$ cat src/verilog/ccu_regs.svh
// Constants of the compare/capture unit
// Function
// - Timer 2: 16 bits, prescaler, max fosc/12
// - Compare timer: 16 bits, prescaler, max fosc/2
// - Thirteen compare registers, five also capture
// - 21 output lines, seven interrupt requests
// - Each general compare register selects its timer
// - Compare/capture and reload registers use timer 2
// - Compare/capture match gives output action and interrupt request
// - Mode 0: high on match, low on overflow
// - Mode 1: software level, overflow ignored
// - Mode 0 general registers use overflow-loaded latches
// - Compare timer means mode 0, timer 2 mode 1
// - Capture mode 0: pin edge latches timer 2
// - Capture mode 1: low write latches timer 2
// - Reload value is high and low byte
// - Reload mode 0: reload on timer 2 overflow
// - Reload mode 1: falling reload input edge
// - Overflow and reload flags share one vector
// - Ext interrupts 2, 3 edge selectable, shared pins
`ifndef CCU_REGS_SVH
`define CCU_REGS_SVH
`define CCU_T2_DIV 12
`define CCU_CT_DIV_LAST 1'b1
`define CCU_NUM_CC 5
`define CCU_NUM_CM 8
`define CCU_NUM_CH 13
`define CCU_IDX_T2 4'd13
`define CCU_IDX_CT 4'd14
`define CCU_TMR_MAX 16'hffff
`define CCU_RST16 16'h0000
`define CCU_VEC_T2 16'h002b
`define CCU_VEC_CT 16'h009b
`define CCU_VEC_NONE 16'h0000
`endif

$ cat src/verilog/ccu_pkg.sv
// Types of the compare/capture unit
package ccu_pkg;
  typedef enum logic [1:0] {CC_OFF, CC_CAP_PIN, CC_COMPARE, CC_CAP_WRITE} ccu_cc_mode_t;
  typedef enum logic [1:0] {RLD_OFF, RLD_AUTO, RLD_EXT} ccu_rld_t;
endpackage

$ cat src/verilog/ccu_cmp_if.sv
// Signals between the unit and one compare channel
`timescale 1ns/10ps
interface ccu_cmp_if;
  logic [15:0] tmr;
  logic [15:0] val;
  logic        upd;
  logic        ovf;
  logic        en;
  logic        mode1;
  logic        level;
  logic        latch;
  logic        out;
  logic        hit;
  modport chan (input tmr, val, upd, ovf, en, mode1, level, latch, output out, hit);
  modport ctl (output tmr, val, upd, ovf, en, mode1, level, latch, input out, hit);
endinterface

$ cat src/verilog/ccu_cmp_chan.sv
// One compare channel with optional shadow latch
`timescale 1ns/10ps
`include "ccu_regs.svh"
module ccu_cmp_chan (
  // Clock and reset
  input wire logic mclk_i,
  input wire logic rst_i,
  // Channel signals
  ccu_cmp_if.chan  bus
);
  logic [15:0] shadow;
  logic        match;
  logic        out_q;
  logic        hit_q;

  always_ff @(posedge mclk_i or posedge rst_i) begin
    if (rst_i) begin
      shadow <= `CCU_RST16;
    end else if (bus.ovf) begin
      shadow <= bus.val;
    end
  end

  assign match = bus.en && bus.upd && (bus.tmr == (bus.latch ? shadow : bus.val));

  always_ff @(posedge mclk_i or posedge rst_i) begin
    if (rst_i) begin
      out_q <= 1'b0;
    end else if (!bus.en) begin
      out_q <= 1'b0;
    end else if (match) begin
      out_q <= bus.mode1 ? bus.level : 1'b1;
    end else if (bus.ovf && !bus.mode1) begin
      out_q <= 1'b0;
    end
  end

  always_ff @(posedge mclk_i or posedge rst_i) begin
    if (rst_i) begin
      hit_q <= 1'b0;
    end else begin
      hit_q <= match;
    end
  end

  assign bus.out = out_q;
  assign bus.hit = hit_q;
endmodule

$ cat src/verilog/ccu_top.sv
// Compare/capture unit: two timers, thirteen compare channels
`timescale 1ns/10ps
`include "ccu_regs.svh"
module ccu_top #(
  parameter int T2_DIV = `CCU_T2_DIV
) (
  // Clock and reset
  input  wire logic        mclk_i,
  input  wire logic        rst_i,
  // Timer 2 control
  input  wire logic        t2_run_i,
  input  wire logic [1:0]  t2_presc_i,
  input  wire logic [1:0]  t2_rld_mode_i,
  input  wire logic        external_reload_input_i,
  // Compare timer control
  input  wire logic        ct_run_i,
  input  wire logic [2:0]  ct_presc_i,
  input  wire logic [15:0] ct_reload_i,
  // Register write and read
  input  wire logic        reg_wr_i,
  input  wire logic        reg_hi_i,
  input  wire logic [3:0]  reg_idx_i,
  input  wire logic [7:0]  reg_data_i,
  input  wire logic [3:0]  rd_idx_i,
  output logic      [15:0] rd_data_o,
  // Channel configuration
  input  wire logic [9:0]  cc_mode_i,
  input  wire logic [4:0]  cc_cmode1_i,
  input  wire logic [4:0]  cc_level_i,
  input  wire logic [7:0]  cm_en_i,
  input  wire logic [7:0]  cm_sel_i,
  input  wire logic [7:0]  cm_level_i,
  input  wire logic [7:0]  ccm_en_i,
  input  wire logic [7:0]  ccm_level_i,
  input  wire logic        ext_irq_two_flag_rise_i,
  input  wire logic        ext_irq_three_flag_rise_i,
  // Capture pins
  input  wire logic [4:0]  cc_pin_i,
  // Compare outputs
  output logic      [4:0]  cc_out_o,
  output logic      [4:0]  cc_oe_o,
  output logic      [7:0]  cm_out_o,
  output logic      [7:0]  ccm_out_o,
  // Interrupt requests
  input  wire logic [7:0]  flag_clr_i,
  output logic      [7:0]  flags_o,
  output logic      [6:0]  irq_o,
  output logic      [15:0] vec_o
);
  localparam int NCC = `CCU_NUM_CC;
  localparam int NCH = `CCU_NUM_CH;

  if (T2_DIV < 12 || T2_DIV > 16) begin : g_bad_div
    $error("T2_DIV must be 12 to 16");
  end

  logic [15:0] creg [NCH];
  logic [15:0] t2;
  logic [15:0] ct;
  logic [3:0]  d12;
  logic [2:0]  pre2;
  logic [2:0]  t2_mask;
  logic        d2;
  logic [7:0]  pre8;
  logic [7:0]  ct_mask;
  logic        t2_tick;
  logic        ct_tick;
  logic        t2_ovf;
  logic        ct_ovf;
  logic        ext_rld;
  logic        t2_upd;
  logic        t2_ovf_q;
  logic        ct_upd;
  logic        ct_ovf_q;
  logic [2:0]  t2x_s;
  logic [4:0]  pin_s1;
  logic [4:0]  pin_s2;
  logic [4:0]  pin_s3;
  logic [4:0]  fall_sel;
  logic [4:0]  pin_edge;
  logic [4:0]  iex_ev;
  logic [NCH-1:0] cap_now;
  logic [NCH-1:0] ch_out;
  logic [NCH-1:0] ch_hit;
  logic [4:0]  oe_next;
  logic [7:0]  ccm_mask;
  logic [7:0]  flags;
  logic [7:0]  flag_set;
  ccu_pkg::ccu_cc_mode_t cc_mode [NCC];
  ccu_pkg::ccu_rld_t     rld;

  assign rld = ccu_pkg::ccu_rld_t'(t2_rld_mode_i);

  always_ff @(posedge mclk_i or posedge rst_i) begin
    if (rst_i) begin
      d12 <= 4'h0;
      pre2 <= 3'h0;
    end else if (t2_run_i) begin
      if (d12 == 4'(T2_DIV - 1)) begin
        d12 <= 4'h0;
        pre2 <= pre2 + 3'h1;
      end else begin
        d12 <= d12 + 4'h1;
      end
    end
  end

  assign t2_mask = 3'((4'h1 << t2_presc_i) - 4'h1);
  assign t2_tick = t2_run_i && (d12 == 4'(T2_DIV - 1)) && ((pre2 & t2_mask) == 3'h0);
  assign t2_ovf = t2_tick && (t2 == `CCU_TMR_MAX);

  always_ff @(posedge mclk_i or posedge rst_i) begin
    if (rst_i) begin
      d2 <= 1'b0;
      pre8 <= 8'h00;
    end else if (ct_run_i) begin
      d2 <= ~d2;
      if (d2 == `CCU_CT_DIV_LAST) begin
        pre8 <= pre8 + 8'h01;
      end
    end
  end

  assign ct_mask = 8'((9'h001 << ct_presc_i) - 9'h001);
  assign ct_tick = ct_run_i && (d2 == `CCU_CT_DIV_LAST) && ((pre8 & ct_mask) == 8'h00);
  assign ct_ovf = ct_tick && (ct == `CCU_TMR_MAX);

  // Pin synchronisers
  always_ff @(posedge mclk_i or posedge rst_i) begin
    if (rst_i) begin
      t2x_s <= 3'h7;
      pin_s1 <= 5'h1f;
      pin_s2 <= 5'h1f;
      pin_s3 <= 5'h1f;
    end else begin
      t2x_s <= {t2x_s[1:0], external_reload_input_i};
      pin_s1 <= cc_pin_i;
      pin_s2 <= pin_s1;
      pin_s3 <= pin_s2;
    end
  end

  assign ext_rld = (rld == ccu_pkg::RLD_EXT) && t2x_s[2] && !t2x_s[1];

  assign fall_sel = {~ext_irq_two_flag_rise_i, 3'b000, ~ext_irq_three_flag_rise_i};
  assign pin_edge = (pin_s2 & ~pin_s3 & ~fall_sel) | (~pin_s2 & pin_s3 & fall_sel);

  always_ff @(posedge mclk_i or posedge rst_i) begin
    if (rst_i) begin
      t2 <= `CCU_RST16;
    end else if (ext_rld) begin
      t2 <= creg[0];
    end else if (t2_ovf) begin
      t2 <= (rld == ccu_pkg::RLD_AUTO) ? creg[0] : `CCU_RST16;
    end else if (t2_tick) begin
      t2 <= t2 + 16'h0001;
    end
  end

  always_ff @(posedge mclk_i or posedge rst_i) begin
    if (rst_i) begin
      ct <= `CCU_RST16;
    end else if (ct_ovf) begin
      ct <= ct_reload_i;
    end else if (ct_tick) begin
      ct <= ct + 16'h0001;
    end
  end

  // Update and overflow strobes for the channels
  always_ff @(posedge mclk_i or posedge rst_i) begin
    if (rst_i) begin
      t2_upd <= 1'b0;
      t2_ovf_q <= 1'b0;
      ct_upd <= 1'b0;
      ct_ovf_q <= 1'b0;
    end else begin
      t2_upd <= t2_tick | ext_rld;
      t2_ovf_q <= t2_ovf;
      ct_upd <= ct_tick;
      ct_ovf_q <= ct_ovf;
    end
  end

  for (genvar i = 0; i < NCH; i++) begin : g_reg
    always_ff @(posedge mclk_i or posedge rst_i) begin
      if (rst_i) begin
        creg[i] <= `CCU_RST16;
      end else if (cap_now[i]) begin
        creg[i] <= t2;
      end else if (reg_wr_i && reg_idx_i == 4'(i)) begin
        if (reg_hi_i) begin
          creg[i][15:8] <= reg_data_i;
        end else begin
          creg[i][7:0] <= reg_data_i;
        end
      end
    end
  end

  // Compare channels
  for (genvar i = 0; i < NCH; i++) begin : g_ch
    ccu_cmp_if ch ();
    if (i < NCC) begin : g_cc
      assign cc_mode[i] = ccu_pkg::ccu_cc_mode_t'(cc_mode_i[2*i +: 2]);
      assign cap_now[i] = (cc_mode[i] == ccu_pkg::CC_CAP_PIN && pin_edge[i])
                       || (cc_mode[i] == ccu_pkg::CC_CAP_WRITE && reg_wr_i
                           && !reg_hi_i && reg_idx_i == 4'(i));
      assign ch.tmr = t2;
      assign ch.upd = t2_upd;
      assign ch.ovf = t2_ovf_q;
      assign ch.en = cc_mode[i] == ccu_pkg::CC_COMPARE;
      assign ch.mode1 = cc_cmode1_i[i];
      assign ch.level = cc_level_i[i];
      assign ch.latch = 1'b0;
      assign oe_next[i] = cc_mode[i] == ccu_pkg::CC_COMPARE;
    end else begin : g_cm
      localparam int J = i - NCC;
      assign cap_now[i] = 1'b0;
      assign ch.tmr = cm_sel_i[J] ? ct : t2;
      assign ch.upd = cm_sel_i[J] ? ct_upd : t2_upd;
      assign ch.ovf = cm_sel_i[J] ? ct_ovf_q : t2_ovf_q;
      assign ch.en = cm_en_i[J];
      assign ch.mode1 = !cm_sel_i[J];
      assign ch.level = cm_level_i[J];
      assign ch.latch = cm_sel_i[J];
    end
    assign ch.val = creg[i];
    assign ch_out[i] = ch.out;
    assign ch_hit[i] = ch.hit;
    ccu_cmp_chan u_chan (
      .mclk_i (mclk_i),
      .rst_i  (rst_i),
      .bus    (ch.chan)
    );
  end

  // port 1 and port 4 lines
  assign cc_out_o = ch_out[NCC-1:0];
  assign cm_out_o = ch_out[NCH-1:NCC];

  always_ff @(posedge mclk_i or posedge rst_i) begin
    if (rst_i) begin
      cc_oe_o <= 5'h00;
    end else begin
      cc_oe_o <= oe_next;
    end
  end

  // port 5 lines on channel 4 in mode 1
  assign ccm_mask = (ch_hit[4] && cc_cmode1_i[4]) ? ccm_en_i : 8'h00;

  always_ff @(posedge mclk_i or posedge rst_i) begin
    if (rst_i) begin
      ccm_out_o <= 8'h00;
    end else begin
      ccm_out_o <= (ccm_out_o & ~ccm_mask) | (ccm_level_i & ccm_mask);
    end
  end

  // external flags from pins and matches
  assign iex_ev = pin_edge | ch_hit[NCC-1:0];
  assign flag_set = {iex_ev[3:0], iex_ev[4], ct_ovf, ext_rld, t2_ovf};

  for (genvar k = 0; k < 8; k++) begin : g_flag
    always_ff @(posedge mclk_i or posedge rst_i) begin
      if (rst_i) begin
        flags[k] <= 1'b0;
      end else if (flag_set[k]) begin
        flags[k] <= 1'b1;
      end else if (flag_clr_i[k]) begin
        flags[k] <= 1'b0;
      end
    end
  end

  assign flags_o = flags;

  always_ff @(posedge mclk_i or posedge rst_i) begin
    if (rst_i) begin
      irq_o <= 7'h00;
      vec_o <= `CCU_VEC_NONE;
    end else begin
      irq_o <= {flags[7:3], flags[2], flags[1] | flags[0]};
      if (flags[1] | flags[0]) begin
        vec_o <= `CCU_VEC_T2;
      end else if (flags[2]) begin
        vec_o <= `CCU_VEC_CT;
      end else begin
        vec_o <= `CCU_VEC_NONE;
      end
    end
  end

  // Register and timer readback
  always_ff @(posedge mclk_i or posedge rst_i) begin
    if (rst_i) begin
      rd_data_o <= `CCU_RST16;
    end else if (rd_idx_i < 4'(NCH)) begin
      rd_data_o <= creg[rd_idx_i];
    end else if (rd_idx_i == `CCU_IDX_T2) begin
      rd_data_o <= t2;
    end else if (rd_idx_i == `CCU_IDX_CT) begin
      rd_data_o <= ct;
    end else begin
      rd_data_o <= `CCU_RST16;
    end
  end
endmodule
$ cat config.mk
export PLATFORM = sky130hd
export DESIGN_NAME = ccu_top
export DESIGN_NICKNAME = d
export VERILOG_FILES = /design/src/verilog/ccu_pkg.sv /design/src/verilog/ccu_cmp_if.sv /design/src/verilog/ccu_cmp_chan.sv /design/src/verilog/ccu_top.sv
export VERILOG_INCLUDE_DIRS = /design/src /design/src/verilog
export SDC_FILE = /design/constraint.sdc
export NUM_CORES = 1
export LEC_CHECK = 0
export ABC_AREA = 1
export ABC_CLOCK_PERIOD_IN_PS = 10350
export BUFFER_PORTS_ARGS = -buffer_cell sky130_fd_sc_hd__buf_2
export CAP_MARGIN = 20
export CELL_PAD_IN_SITES_DETAIL_PLACEMENT = 1
export CELL_PAD_IN_SITES_GLOBAL_PLACEMENT = 1
export CORE_ASPECT_RATIO = 1.25
export CORE_MARGIN = 5
export CORE_UTILIZATION = 41
export CTS_CLUSTER_SIZE = 8
export DETAILED_ROUTE_END_ITERATION = 7
export PLACE_DENSITY_LB_ADDON = 0.1
export SLEW_MARGIN = 5
export SYNTH_ARGS = -nofsm -noshare
export SYNTH_HDL_FRONTEND = slang
export SYNTH_HIERARCHICAL = 1
export SYNTH_SLANG_ARGS = --single-unit
export TNS_END_PERCENT = 50
$ cat constraint.sdc
create_clock -name mclk_i -period 10.35 [get_ports mclk_i]
set_input_delay 1.035 -clock mclk_i [delete_from_list [all_inputs] [get_ports mclk_i]]
set_output_delay 1.035 -clock mclk_i [all_outputs]
set_load 0.005 [all_outputs]
==> results.sh, run 1 <==
export IMPL_htree_levels=3
export IMPL_ctsResizeCount=0
export IMPL_hold_violations=0
export IMPL_status="finished clean"
export IMPL_worst_slew_pin_slew_ps=1260
export IMPL_rows=116
export IMPL_clock_latency_ps=640
export IMPL_numPortBuffers=183
export IMPL_irDropWorstVdd_mv=0.130
export IMPL_drive_gt1_share_pct=7.82
export IMPL_crit_family="simple AND/OR/NAND/NOR gates"
export IMPL_area_delta_synth_final_pct=10.9
export IMPL_clk_pin_slew_ps=60
export IMPL_maxSlewViolCount=0
export IMPL_rrSetupSlack_ps=7100
export IMPL_drc=0
export IMPL_antenna_found_initial=7
export IMPL_power_total_mw=6.74
export IMPL_first_iter_violations=2851
export IMPL_arrival_ps=3990
export IMPL_fin_cells=6170
export IMPL_multiInputGateArea_um2=16600
export IMPL_max_stage_delay_ps=970
export IMPL_max_clock_path_buffers=3
export IMPL_drt_total_wl_mm=144
export IMPL_max_freq_ghz=0.287
export IMPL_period_needed_ps=3480
export IMPL_cts_buffers=78
export IMPL_vias_per_cell=5.52
export IMPL_cts_sinks=549
export IMPL_postCtsSetupBuffers=0
export IMPL_clock_skew_ps=23.1
export IMPL_final_seq_area_um2=13800
export IMPL_finalCritPeriodShare_pct=33.6
export IMPL_fin_setup_tns_ps=0
export IMPL_syn_area_um2=33300
export IMPL_grt_start_max_net_pins=169
export IMPL_place_gp_congestion=0.948
export IMPL_p_per_area_nw_per_um2=182
export IMPL_synth_avg_cell_area_um2=6.68
export IMPL_final_nets=5200
export IMPL_n_fill_cell=10594
export IMPL_cp_required_ps=10860
export IMPL_setup_viol=0
export IMPL_slew_headroom_pct=15.7
export IMPL_overflow=0
export IMPL_dieHeight_um=329
export IMPL_cap_violations=0
export IMPL_end_kind="flop"
export IMPL_p_leak_nw=18.6
export IMPL_core_area_um2=80400
export IMPL_min_path_type="reg -> reg"
export IMPL_cts_tree="built"
export IMPL_crit_path_start_kind="input pin"
export IMPL_path_cells="buf_2 -> nor2_1 -> nand4_1 -> nand2_1 -> nor3_1 -> a21oi_1 -> o21ai_0"
export IMPL_antenna_left=0
export IMPL_rsz0062_at_grt="no"
export IMPL_via_count=34077
export IMPL_first_global_vias=33931
export IMPL_ios=194
export IMPL_dp_cells=6053
export IMPL_initial_core_util_pct=41.4
export IMPL_drtPass1Iterations=6
export IMPL_critical_path_slowest_cell="nand2_1"
export IMPL_wire_per_inst_um=23.4
export IMPL_worstPathMaxFanout=24
export IMPL_ctsRootBufferMaster="clkbuf_16"
export IMPL_grt_pass1_wl_mm=214
export IMPL_track_usage_pct=32.3
export IMPL_fin_util_pct=45.9
export IMPL_path_class="in -> reg"
export IMPL_dp_hpwl_mm=101
export IMPL_cp_num_buf_inv=1
export IMPL_die_area_um2=87100
export IMPL_synth_warning_count=6
export IMPL_syn_inst=4989
export IMPL_die_x_um=265
export IMPL_hold_buffers=0
==> metal layers <==
metal  up-vias  track usage, %  part of all wire, %
met2      1132            54.7                   48
li1      15852               -                    -
met5         -               0                0.019
met4         6            18.5                  6.5
met1     16723            39.5                   40
met3       364            4.39                  5.7
==> cell type report <==
type                       instances  area share (%)
clock inverter                     6           0.271
sequential                       549            37.3
inverter                         470            4.80
timing repair buffer             232            3.67
clock buffer                     102            5.53
multi-input combinational       3742            44.8
antenna                            7          0.0474
tap                             1062            3.60
==> sequential cells by signal, summed over array words and instances (netlist names), 4 cells and up, named ones only <==
register             cells
cc_oe_o                  5
g_ch.u_chan/shadow     208
rd_data_o               16
flags_o                  8
g_ch.ch.tmr             16
ct                      16
g_ch.u_chan/bus.hit      5
pin_s1                   5
pin_s2                   5
pre8                     7
g_ch.u_chan/bus.out     13
g_ch.ch.val            208
pin_s3                   5
irq_o                    7
d12                      4
==> power by group <==
group          internal, mW  total [mW]  switching, mW  leakage, nW
Clock                  1.37        2.38           1.01         1.03
Sequential             2.38        2.84          0.462         7.21
Combinational         0.466        1.52           1.05         10.4
==> cells in the final DEF, fill, tap and decap left out, types with 3 or more instances in the layout <==
cell	count
or2_2	5
o221ai_1	5
nand2_2	3
clkbuf_16	78
o21ai_1	22
ha_1	6
dfrtp_1	530
clkinv_1	18
nor2_1	265
a21o_1	13
nand3_1	318
xor2_1	23
a22oi_1	3
nor3_1	14
o211ai_1	45
nand4_1	45
nand2_1	2213
dfstp_2	18
clkbuf_1	24
mux2_2	9
o31ai_1	8
o2111ai_1	9
xnor2_1	30
inv_1	437
inv_2	14
o22ai_1	26
a21oi_1	61
buf_4	45
nor2_2	20
diode_2	7
conb_1	30
nand3b_1	65
buf_2	183
buf_16	3
o21ai_0	468
nor2_4	10
o211a_1	13
==> stage by stage <==
stage               instance area (µm²)  worst slack [ps]  hold WS [ps]
floorplan                         33400               403           345
global placement                  34700              6360           346
detailed placement                34700              6370           347
CTS                               36900              7000           354
global route                      36900              6670           360
finish                            36900              6870           353
==> final timing paths <==
| path | from | end | cells past startpoint |
|---|---|---|---|
| setup / recovery | reg_idx_i[2] | g_ch[1].ch.val[11] | 7 |
| hold / removal | pin_s1[3] | pin_s2[3] | 0 |
| setup reg to reg | g_ch[0].ch.tmr[1] | g_ch[0].ch.tmr[5] | 13 |
| hold reg to reg | pin_s1[3] | pin_s2[3] | 0 |
| max in group asynchronous | rst_i | g_ch[0].ch.ovf | 3 |
| min in group asynchronous | rst_i | g_ch[6].ch.val[12] | 2 |
Note: power is estimated with default switching activity, not from simulation.
==> run 2, diff against run 1 <==
--- a/config.mk
+++ b/config.mk
@@ -7,14 +7,14 @@
 export NUM_CORES = 1
 export LEC_CHECK = 0
 export ABC_AREA = 1
-export ABC_CLOCK_PERIOD_IN_PS = 10350
+export ABC_CLOCK_PERIOD_IN_PS = 3600
 export BUFFER_PORTS_ARGS = -buffer_cell sky130_fd_sc_hd__buf_2
 export CAP_MARGIN = 20
 export CELL_PAD_IN_SITES_DETAIL_PLACEMENT = 1
 export CELL_PAD_IN_SITES_GLOBAL_PLACEMENT = 1
 export CORE_ASPECT_RATIO = 1.25
 export CORE_MARGIN = 5
-export CORE_UTILIZATION = 41
+export CORE_UTILIZATION = 45
 export CTS_CLUSTER_SIZE = 8
 export DETAILED_ROUTE_END_ITERATION = 7
 export PLACE_DENSITY_LB_ADDON = 0.1
==> constraint.sdc (replaced) <==
create_clock -name mclk_i -period 3.6 [get_ports mclk_i]
set_input_delay 0.36 -clock mclk_i [delete_from_list [all_inputs] [get_ports mclk_i]]
set_output_delay 0.36 -clock mclk_i [all_outputs]
set_load 0.005 [all_outputs]
==> results.sh, run 2 (same netlist as run 1, synthesis figures left out) <==
export IMPL_status="finished clean"
export IMPL_numPortBuffers=183
export IMPL_cts_sinks=549
export IMPL_dp_hpwl_mm=102
export IMPL_final_nets=5282
export IMPL_dieHeight_um=314
export IMPL_cap_violations=0
export IMPL_track_usage_pct=35.3
export IMPL_p_per_area_nw_per_um2=517
export IMPL_clk_pin_slew_ps=60
export IMPL_critical_path_slowest_cell="nand2_1"
export IMPL_cts_tree="built"
export IMPL_drt_total_wl_mm=143
export IMPL_rows=111
export IMPL_drc=0
export IMPL_use_met2_pct=60.1
export IMPL_finalCritPeriodShare_pct=74.8
export IMPL_met3_usage_pct=5.21
export IMPL_ios=194
export IMPL_crit_path_frequent_cell="nand2_1"
export IMPL_clock_skew_ps=16.0
export IMPL_path_cells="buf_4 -> ha_1 -> nand2_1 -> nor2_4 -> nand2_1 -> nor2_2 -> nand2_1 -> nand2_1 -> o21ai_0 -> o21ai_1 -> nand2_1"
export IMPL_worst_slew_pin_slew_ps=1230
export IMPL_cp_required_ps=4120
export IMPL_max_clock_path_buffers=3
export IMPL_first_global_vias=35575
export IMPL_drive_gt1_share_pct=8.75
export IMPL_vias_per_cell=5.65
export IMPL_max_stage_delay_ps=510
export IMPL_initial_core_util_pct=45.4
export IMPL_die_area_um2=79600
export IMPL_power_total_mw=19.4
export IMPL_slew_headroom_pct=17.9
export IMPL_n_fill_cell=9877
export IMPL_min_path_type="in -> reg"
export IMPL_cts_buffers=78
export IMPL_drtPass1Iterations=6
export IMPL_grt_start_max_net_pins=60
export IMPL_end_kind="flop"
export IMPL_grt_util_met1_pct=41.3
export IMPL_area_delta_synth_final_pct=12.6
export IMPL_max_freq_ghz=0.371
export IMPL_die_x_um=253
export IMPL_maxSlewViolCount=0
export IMPL_grt_busiest_layer="met2"
export IMPL_crit_path_start_kind="flop"
export IMPL_period_needed_ps=2690
export IMPL_core_area_um2=73300
export IMPL_arrival_ps=3210
export IMPL_final_cell_mix="nand2_1, dfrtp_1, o21ai_0"
export IMPL_final_area_um2=37500
export IMPL_pre_cts_slack_ps=962
export IMPL_setup_viol=0
export IMPL_p_leak_nw=19.0
export IMPL_ctsRootBufferMaster="clkbuf_16"
export IMPL_timing_final_ws_setup_ps=907
export IMPL_antenna_left=0
export IMPL_grt_pass1_wl_mm=216
export IMPL_irDropWorstVdd_mv=0.411
export IMPL_overflow=0
export IMPL_place_area_um2=35100
export IMPL_antenna_found_initial=5
export IMPL_path_class="reg -> reg"
export IMPL_clock_latency_ps=630
export IMPL_place_gp_congestion=0.994
export IMPL_first_iter_violations=2812
export IMPL_rsz0062_at_grt="no"
export IMPL_worstPathMaxFanout=20
export IMPL_via_count=34738
export IMPL_rrSetupSlack_ps=910
export IMPL_postCtsSetupBuffers=0
export IMPL_hold_violations=0
export IMPL_final_common_cell="nand2_1"
export IMPL_ctsResizeCount=0
export IMPL_htree_levels=3
export IMPL_wire_per_inst_um=23.2
-- run 2: changes by cell type in the layout (fill, tap and decap cells not counted), moves of 2 or more --
cell,delta
diode_2,-3
buf_12,+4
clkinv_1,+2
dlygate4sd3_1,+27
buf_4,+54
inv_1,-2
buf_16,-3
clkbuf_1,+6
-- run 2: cell type report --
type | count | area, µm² | area share [%]
repair buffers | 314 | 2030 | 5.41
clock buffers | 110 | 2100 | 5.61
flip-flops and latches | 549 | 13800 | 36.7
multi-input cells | 3742 | 16600 | 44.2
clock inverters | 4 | 50.0 | 0.133
well taps | 960 | 1200 | 3.20
diodes | 4 | 10.0 | 0.0267
inverters | 470 | 1770 | 4.72
-- run 2: timing repair --
| item | in CTS | in global routing |
|---|---|---|
| setup endpoints to repair | 0 | 0 |
| hold endpoints to repair | 27 | 0 |
| hold buffers | 27 | 0 |
-- run 2: per-stage QoR --
step                      std cells  setup TNS (ps)  util, %  hold slack (ps)
after floorplan                5018         -321490        -              286
after CTS                      6149               0     51.1            0.988
after global placement         6008               0     47.8              346
after global routing           6150               0     51.1             23.9
final                          6153               0     51.1             25.7
after detailed placement       6008               0     47.8              347
-- run 2: routing by layer --
metal	vias to the layer above	share of wire, %	wire (µm)
met1	17029	37	53300
met2	1242	48	68900
li1	16008	-	-
met4	0	8.1	11600
met3	459	6.4	9200
met5	-	0	0
-- run 2: worst max-delay path: cells and delay by family, from the launching register on --
| family | cells | cell delay (ps) |
|---|---|---|
| and+or+nand+nor | 7 | 1510 |
| adders and majority gates | 1 | 230 |
| DFF | 1 | 340 |
| buffers and inverters | 1 | 240 |
| AOI/OAI and AO/OA | 2 | 260 |
-- run 2: final timing paths --
kind                                   start                       end  cells after the start
hold reg to reg                    pin_s1[4]                 pin_s2[4]                      0
setup reg to reg           g_ch[0].ch.tmr[0]        g_ch[0].ch.tmr[13]                     11
hold / removal                ct_reload_i[5]                     ct[5]                      3
setup / recovery           g_ch[0].ch.tmr[0]        g_ch[0].ch.tmr[13]                     11
max in group asynchronous              rst_i                 pin_s2[2]                      3
min in group asynchronous              rst_i  g_ch[5].u_chan/shadow[7]                      2
-- run 2: where the power goes --
| part | leakage [nW] | internal, mW | switching [mW] |
|---|---|---|---|
| combinational | 10.8 | 1.40 | 3.23 |
| clock | 1.04 | 4.00 | 2.87 |
| sequential | 7.21 | 6.84 | 1.04 |
